**src/common/abu_regs.vh**
```
// Purpose: Register map and field positions of the address breakpoint unit.
// Assumes: APB with 32-bit data, one aligned word per register.
// Notes: Offsets are byte addresses.
`ifndef ABU_REGS_VH
`define ABU_REGS_VH
`define ABU_OFS_STATUS_CONTROL 12'h000
`define ABU_OFS_ADDR_HIGH      12'h004
`define ABU_OFS_ADDR_LOW       12'h008
`define ABU_OFS_WAIT_STATUS    12'h00c
`define ABU_OFS_FLAG_CLEAR     12'h010
`define ABU_OFS_IRQ_STATUS     12'h014
`define ABU_OFS_IRQ_MASK       12'h018
`define ABU_BIT_ENABLE         7
`define ABU_BIT_ACTIVE         6
`define ABU_BIT_WAIT           1
`define ABU_BIT_STOP_WAIT      0
`define ABU_BIT_CLEAR_ENABLE   7
`define ABU_IRQ_BIT_MATCH      0
`define ABU_IRQ_BIT_SOFT       1
`define ABU_IRQ_BIT_WAKE       2
`define ABU_IRQ_WIDTH          3
`define ABU_RESET_BYTE         8'h00
`define ABU_RESET_IRQ          3'h0
`define ABU_VEC_NORMAL         16'hfffc
`define ABU_VEC_MONITOR        16'hfefc
`define ABU_ADDR_MSB           11
`define ABU_READ_ZERO          32'h00000000
`endif

```
**src/hdl/abu_top.v**
```verilog
// Purpose: Address breakpoint unit with APB register access and interrupt.
// Assumes: Core signals are synchronous to clk; sys_rst is synchronous.
// Notes: The core performs instruction completion timing and vector fetch.
//
// Our own choices: the APB slave port and the placing of the registers.
`timescale 1ns/1ps
`include "abu_regs.vh"
module abu_top (
  input  wire        clk,
  input  wire        sys_rst,
  input  wire        psel,
  input  wire        penable,
  input  wire        pwrite,
  input  wire [11:0] paddr,
  input  wire [31:0] pwdata,
  output wire        pready,
  output reg  [31:0] prdata,
  output wire        pslverr,
  input  wire [15:0] cpu_addr,
  input  wire        cpu_addr_from_pc,
  input  wire        cpu_instr_last_cycle,
  input  wire        cpu_break_ack,
  input  wire        cpu_in_wait,
  input  wire        cpu_in_stop,
  input  wire        monitor_mode,
  output reg         break_req_reg,
  output wire        load_swi,
  output wire [15:0] break_vector,
  output wire        wake_from_stop,
  output reg         in_break_reg,
  output wire        status_clear_allow,
  output wire        irq
);
  reg  [7:0] addr_high_reg;
  reg  [7:0] addr_low_reg;
  reg        enable_reg;
  reg        active_reg;
  reg        wait_flag_reg;
  reg        stop_wait_reg;
  reg        clear_enable_reg;
  reg  [`ABU_IRQ_WIDTH-1:0] irq_status_reg;
  reg  [`ABU_IRQ_WIDTH-1:0] irq_mask_reg;
  reg  [31:0] read_word;
  wire       match;
  wire       wr;
  wire       rd;
  wire       soft_trigger;
  wire       trigger;
  wire       ack_wait;
  wire       ack_stop;
  wire [`ABU_IRQ_WIDTH-1:0] irq_events;
  wire       hit_control;
  wire       hit_addr_high;
  wire       hit_addr_low;
  wire       hit_wait_status;
  wire       hit_flag_clear;
  wire       hit_irq_status;
  wire       hit_irq_mask;
  wire       wr_control;
  wire       wr_addr_high;
  wire       wr_addr_low;
  wire       wr_wait_status;
  wire       wr_flag_clear;
  wire       wr_irq_status;
  wire       wr_irq_mask;
  wire       active_next;
  wire       wait_flag_next;
  wire       stop_wait_next;
  wire       break_req_next;
  wire       in_break_next;
  wire [`ABU_IRQ_WIDTH-1:0] irq_status_next;

  function sel;
    input [11:0] a;
    input [11:0] ofs;
    begin
      sel = (a[`ABU_ADDR_MSB:2] == ofs[`ABU_ADDR_MSB:2]);
    end
  endfunction

  // Sticky bit update: a hardware set in the same cycle as a clear wins.
  function set_clear;
    input cur;
    input set;
    input clr;
    begin
      if (set) begin
        set_clear = 1'b1;
      end else if (clr) begin
        set_clear = 1'b0;
      end else begin
        set_clear = cur;
      end
    end
  endfunction

  abu_comparator u_cmp (
    .clk              (clk),
    .sys_rst          (sys_rst),
    .cpu_addr         (cpu_addr),
    .cpu_addr_from_pc (cpu_addr_from_pc),
    .bp_addr          ({addr_high_reg, addr_low_reg}),
    .enable           (enable_reg),
    .match_reg        (match)
  );

  assign pready  = 1'b1;
  assign pslverr = 1'b0;
  assign wr = psel & penable & pwrite;
  // Read data are fetched in the setup cycle, so the access cycle needs no wait state.
  assign rd = psel & ~penable & ~pwrite;

  assign hit_control     = sel(paddr, `ABU_OFS_STATUS_CONTROL);
  assign hit_addr_high   = sel(paddr, `ABU_OFS_ADDR_HIGH);
  assign hit_addr_low    = sel(paddr, `ABU_OFS_ADDR_LOW);
  assign hit_wait_status = sel(paddr, `ABU_OFS_WAIT_STATUS);
  assign hit_flag_clear  = sel(paddr, `ABU_OFS_FLAG_CLEAR);
  assign hit_irq_status  = sel(paddr, `ABU_OFS_IRQ_STATUS);
  assign hit_irq_mask    = sel(paddr, `ABU_OFS_IRQ_MASK);

  assign wr_control     = wr & hit_control;
  assign wr_addr_high   = wr & hit_addr_high;
  assign wr_addr_low    = wr & hit_addr_low;
  assign wr_wait_status = wr & hit_wait_status;
  assign wr_flag_clear  = wr & hit_flag_clear;
  assign wr_irq_status  = wr & hit_irq_status;
  assign wr_irq_mask    = wr & hit_irq_mask;

  assign soft_trigger = wr_control & pwdata[`ABU_BIT_ACTIVE];
  assign trigger = match | soft_trigger;
  assign ack_wait = cpu_break_ack & cpu_in_wait;
  assign ack_stop = cpu_break_ack & cpu_in_stop;
  assign irq_events = {ack_wait, soft_trigger, match};
  assign irq = |(irq_status_reg & irq_mask_reg);

  // The core waits for the last cycle of its instruction before it takes the request.
  assign load_swi = break_req_reg & cpu_instr_last_cycle;
  assign break_vector = monitor_mode ? `ABU_VEC_MONITOR : `ABU_VEC_NORMAL;
  assign wake_from_stop = break_req_reg & cpu_in_stop;
  assign status_clear_allow = ~in_break_reg | clear_enable_reg;

  // A match in the same cycle as a clearing write wins, so no break is lost.
  assign active_next    = set_clear(active_reg, trigger, wr_control);
  assign wait_flag_next = set_clear(wait_flag_reg, ack_wait,
                                    wr_wait_status & ~pwdata[`ABU_BIT_WAIT]);
  assign stop_wait_next = set_clear(stop_wait_reg, ack_stop,
                                    wr_wait_status & ~pwdata[`ABU_BIT_STOP_WAIT]);
  assign break_req_next = set_clear(break_req_reg, trigger, cpu_break_ack);
  // The break state ends only once software has cleared the active flag.
  assign in_break_next  = set_clear(in_break_reg, cpu_break_ack, ~active_reg);
  assign irq_status_next = (wr_irq_status ? (irq_status_reg & ~pwdata[`ABU_IRQ_WIDTH-1:0]) : irq_status_reg)
                           | irq_events;

  always @(posedge clk) begin
    if (sys_rst) begin
      addr_high_reg <= `ABU_RESET_BYTE;
    end else if (wr_addr_high) begin
      addr_high_reg <= pwdata[7:0];
    end
  end

  always @(posedge clk) begin
    if (sys_rst) begin
      addr_low_reg <= `ABU_RESET_BYTE;
    end else if (wr_addr_low) begin
      addr_low_reg <= pwdata[7:0];
    end
  end

  always @(posedge clk) begin
    if (sys_rst) begin
      enable_reg <= 1'b0;
    end else if (wr_control) begin
      enable_reg <= pwdata[`ABU_BIT_ENABLE];
    end
  end

  always @(posedge clk) begin
    if (sys_rst) begin
      active_reg <= 1'b0;
    end else begin
      active_reg <= active_next;
    end
  end

  always @(posedge clk) begin
    if (sys_rst) begin
      wait_flag_reg <= 1'b0;
    end else begin
      wait_flag_reg <= wait_flag_next;
    end
  end

  always @(posedge clk) begin
    if (sys_rst) begin
      stop_wait_reg <= 1'b0;
    end else begin
      stop_wait_reg <= stop_wait_next;
    end
  end

  always @(posedge clk) begin
    if (sys_rst) begin
      clear_enable_reg <= 1'b0;
    end else if (wr_flag_clear) begin
      clear_enable_reg <= pwdata[`ABU_BIT_CLEAR_ENABLE];
    end
  end

  always @(posedge clk) begin
    if (sys_rst) begin
      break_req_reg <= 1'b0;
    end else begin
      break_req_reg <= break_req_next;
    end
  end

  always @(posedge clk) begin
    if (sys_rst) begin
      in_break_reg <= 1'b0;
    end else begin
      in_break_reg <= in_break_next;
    end
  end

  always @(posedge clk) begin
    if (sys_rst) begin
      irq_mask_reg <= `ABU_RESET_IRQ;
    end else if (wr_irq_mask) begin
      irq_mask_reg <= pwdata[`ABU_IRQ_WIDTH-1:0];
    end
  end

  always @(posedge clk) begin
    if (sys_rst) begin
      irq_status_reg <= `ABU_RESET_IRQ;
    end else begin
      irq_status_reg <= irq_status_next;
    end
  end

  // Unmapped offsets read as zero and never raise an error.
  always @* begin
    read_word = `ABU_READ_ZERO;
    if (hit_control) begin
      read_word[`ABU_BIT_ENABLE] = enable_reg;
      read_word[`ABU_BIT_ACTIVE] = active_reg;
    end else if (hit_addr_high) begin
      read_word[7:0] = addr_high_reg;
    end else if (hit_addr_low) begin
      read_word[7:0] = addr_low_reg;
    end else if (hit_wait_status) begin
      read_word[`ABU_BIT_WAIT]      = wait_flag_reg;
      read_word[`ABU_BIT_STOP_WAIT] = stop_wait_reg;
    end else if (hit_flag_clear) begin
      read_word[`ABU_BIT_CLEAR_ENABLE] = clear_enable_reg;
    end else if (hit_irq_status) begin
      read_word[`ABU_IRQ_WIDTH-1:0] = irq_status_reg;
    end else if (hit_irq_mask) begin
      read_word[`ABU_IRQ_WIDTH-1:0] = irq_mask_reg;
    end else begin
      read_word = `ABU_READ_ZERO;
    end
  end

  // Read data stand from the access cycle until the next read setup.
  always @(posedge clk) begin
    if (sys_rst) begin
      prdata <= `ABU_READ_ZERO;
    end else if (rd) begin
      prdata <= read_word;
    end
  end
endmodule

```
**src/hdl/abu_comparator.v**
```verilog
// Purpose: Compares the program address with the breakpoint address.
// Assumes: All inputs are on clk.
// Notes: Registered output adds one cycle of latency.
`timescale 1ns/1ps
module abu_comparator (
  input  wire        clk,
  input  wire        sys_rst,
  input  wire [15:0] cpu_addr,
  input  wire        cpu_addr_from_pc,
  input  wire [15:0] bp_addr,
  input  wire        enable,
  output reg         match_reg
);
  always @(posedge clk) begin
    if (sys_rst) begin
      match_reg <= 1'b0;
    end else begin
      match_reg <= enable & cpu_addr_from_pc & (cpu_addr == bp_addr);
    end
  end
endmodule

```
**config.mk**
```make
export PLATFORM = sky130hd
export DESIGN_NAME = abu_top
export DESIGN_NICKNAME = d
export VERILOG_FILES = /design/src/hdl/abu_top.v /design/src/hdl/abu_comparator.v
export VERILOG_INCLUDE_DIRS = /design/src /design/src/common
export SDC_FILE = /design/constraint.sdc
export NUM_CORES = 1
export LEC_CHECK = 0
export ABC_AREA = 0
export BUFFER_PORTS_ARGS = -buffer_cell sky130_fd_sc_hd__buf_2
export CELL_PAD_IN_SITES_DETAIL_PLACEMENT = 1
export CELL_PAD_IN_SITES_GLOBAL_PLACEMENT = 2
export CORE_MARGIN = 1
export CORE_UTILIZATION = 26
export DETAILED_ROUTE_END_ITERATION = 10
export MAX_ROUTING_LAYER = met4
export PLACE_DENSITY = 0.86
export SYNTH_ARGS = -nofsm -noshare
export SYNTH_HDL_FRONTEND = slang
export SYNTH_HIERARCHICAL = 1
export SYNTH_SLANG_ARGS = --single-unit
```
**constraint.sdc**
```tcl
create_clock -name clk -period 3.35 [get_ports clk]
set_input_delay 0.67 -clock clk [delete_from_list [all_inputs] [get_ports clk]]
set_output_delay 0.67 -clock clk [all_outputs]
set_load 0.02 [all_outputs]
```
==> results.yml <==
outcome:
  outcome: "finished, final reports clean"
clock_network:
  tritoncts: "yes"
  cts_setup_buffers: 0
  clk_pin_slew_worst_paths_ns: 0.08
  cts-resized-gates: 0
  cts-buffers-inserted: 5
  cts.root.buffer_cell: "clkbuf_8"
  cts.htree.levels: 2
  clk_latency_ns: 0.29
  cts.sinks: 38
  cts_max_path_buffers: 2
  holdBufCountCts: 0
sta:
  report.final.setup_viol: 0
  period_needed_ns: 2.19
  rsz0062_at_grt: "no"
  max_freq_mhz: 456
  hold_ws_ns: 0.455
  setup_slack_ns: 1.16
  final.period_utilization: 0.654
  setup_total_negative_slack_ns: 0
  final-max-slew-violation-count: 0
  transition_time_at_the_pin_with_the_least_slew_margin_ns: 0.721
  max-slew-margin-rel: 0.519
  final-hold-violation-count: 0
  finClkSkew_ns: 0.0103
yosys:
  postSynthCellCount: 265
  yosysWarnings: 6
  avgSynthCellArea_sq_um: 8.76
  synth_top_area_cell: "dfxtp_1"
  dominantRegCellSynth: "dfxtp_1"
  synth-async-reset-ratio: 0
  synth-edff-count: 0
  synth_top_cells_by_count: "buf_4 (41), dfxtp_1 (38), nor2_1 (27)"
  synth.ff_latch_count: 38
  yosys.area.top_type_share: 0.328
  synthesis.area_sq_um: 2320
  yosys-top-cells-area: "dfxtp_1 (33%), buf_4 (13%), mux2i_1 (9.9%)"
  post-synth-top-count-cell: "buf_4"
  synth-seq-area-share: 0.328
  number_of_unique_standard_cell_types_used_by_synthesis: 47
die:
  initial_core_utilization: 0.268
  die_area_sq_um: 9310
  design.core.area_sq_um: 8680
  fp.dieH_um: 96.5
  die-width_um: 96.5
  fp-row-count: 34
  ios: 127
cells_and_area:
  area.growth.synth_to_final_pct: 14.5
  filler_cell_count: 1063
  area.sequential_sq_um: 761
  layout-drive-gt1-share: 0.241
  multi_input_comb_area_sq_um: 1340
  nets: 390
  antenna_cells: 0
  post-route-cell-area_sq_um: 2660
route:
  drt_wl_total_um: 6430
  route.layer.met1.wl_um: 2940
  initialDrtViolationCount: 90
  via_count_of_the_routed_design: 1985
  avgRoutedWirePerCell_um: 15.0
  drc_errors: 0
  met3_wirelength_um: 482
  post_drt_via_cell_ratio: 4.64
  met2WireLength_um: 2910
  first_pass_iters: 4
  detail-route-antenna-nets: 0
  highest_layer: "met4"
worst_hold_path:
  whs_endpoint: "prdata[2]$_SDFFE_PP0P_"
  hold_startpoint: "prdata[2]$_SDFFE_PP0P_"
  hold-path-cell-count: 2
  worst_hold_path_type: "register to register"
grt:
  grt_start_max_net_pins: 40
  track_usage: 0.146
  via_count_of_the_first_global_routing_pass: 1965
  grt_antenna_before_repair: 0
  global_route_wire_length_before_repair_um: 9810
  overflow: 0
flow_run:
  timing.max_cap.violations: 0
critical_path:
  timing.critical_path.max_delay_family: "simple AND/OR/NAND/NOR gates"
  crit_path_max_incr_delay_ns: 0.61
  r2r-start: "addr_low_reg[2]$_SDFFE_PP0P_"
  timing.critical_path.slowest_stage_cell: "nor2b_1"
  crit_fanout: 16
  critical_path.reg2reg.endpoint: "prdata[2]$_SDFFE_PP0P_"
  worst_setup_path_start_kind: "input port"
  worst_endpoint_required_time_ns: 3.51
  reg2regPathDepth: 4
  cp.arrival_ns: 2.35
  criticalPathCategory: "input port to register"
  combined_buffer_and_inverter_count_along_the_critical_path: 1
  worstPathCellList: "buf_2 > nor2b_1 > nand4_2 > mux2i_1 > nor2_1"
  timing.reg2reg.setup_slack_ns: 1.99
  critPathCaptureType: "register"
pwr:
  powerDensity_nw_per_um2: 371
  power.leakage_nw: 1.28
  irDropWorstVdd_v: 0.000108
place:
  place_congestion: 0.786
  dpl_cell_area_sq_um: 2550
  placement_stage_worst_setup_slack_ns: 0.842
  dp_hpwl_um: 4960
  place.port_buffers: 59
==> layout make-up <==
class	instances	share of cell area
Timing Repair Buffer	60	0.114
Tap cell	108	0.0508
Sequential cell	38	0.286
Clock buffer	7	0.0287
Clock inverter	1	0.0113
Multi-Input combinational cell	211	0.505
Inverter	3	0.00423
==> cell families after synthesis <==
group | Yosys count | synth area share
DFF | 38 | 0.328
other | 2 | 0.00323
xor gates and xnor gates | 16 | 0.0603
muxes | 24 | 0.104
AOI/OAI and AO/OA | 38 | 0.110
buffers and inverters | 55 | 0.157
and+or+nand+nor | 92 | 0.238
==> how the worst max path moves through the flow <==
| stage | startpoint | end | cells past startpoint |
|---|---|---|---|
| 3_3_place_gp | paddr[3] | addr_low_reg[3]$_SDFFE_PP0P_ | 5 |
| 2_1_floorplan | paddr[8] | stop_wait_reg$_SDFFE_PP0P_ | 4 |
| 3_5_place_dp | paddr[3] | addr_low_reg[3]$_SDFFE_PP0P_ | 5 |
| 5_1_grt | paddr[3] | addr_low_reg[0]$_SDFFE_PP0P_ | 5 |
| 4_1_cts | paddr[3] | addr_low_reg[3]$_SDFFE_PP0P_ | 5 |
| 6_report | paddr[3] | addr_low_reg[3]$_SDFFE_PP0P_ | 5 |
==> cell usage in the layout, fill, tap and decap left out, drive strengths merged, types with 3 or more instances in the layout <==
cell,n
dfxtp,38
nand2b,4
or4,3
and3,3
conb,41
nand2,16
nor4,7
or3,5
mux2i,23
clkbuf,7
nor2,27
inv,3
o21ai,3
nor2b,4
a22oi,4
nand4b,4
nor3,3
buf,60
xor2,16
nand4,7
a21oi,15
==> layer usage <==
metal | up-vias | GRT usage
li1 | 959 | -
met1 | 923 | 0.187
met2 | 92 | 0.229
met3 | 11 | 0.0305
met4 | 0 | 0.0478
met5 | - | -
==> worst min-delay path: cells and delay by family, from the launching register on <==
family	cells	cell delay, ns
AO/OA/AOI/OAI	1	0.05
flip-flops	1	0.31
AND/OR/NAND/NOR	1	0.05
==> through the flow <==
stage,total power [W],util,std cells
finish,0.000986,0.307,428
global route,0.00103,0.307,428
CTS,0.000997,0.307,428
detailed placement,0.000608,0.294,420
global placement,0.000606,0.294,420
floorplan,0.000592,-,304
==> power by group <==
group	internal, W	total (W)	switching [W]
clock network	0.000223	0.000388	0.000165
logic	0.0000388	0.000141	0.000102
registers	0.000454	0.000457	0.00000224
Power figures use the tool's default switching activity.
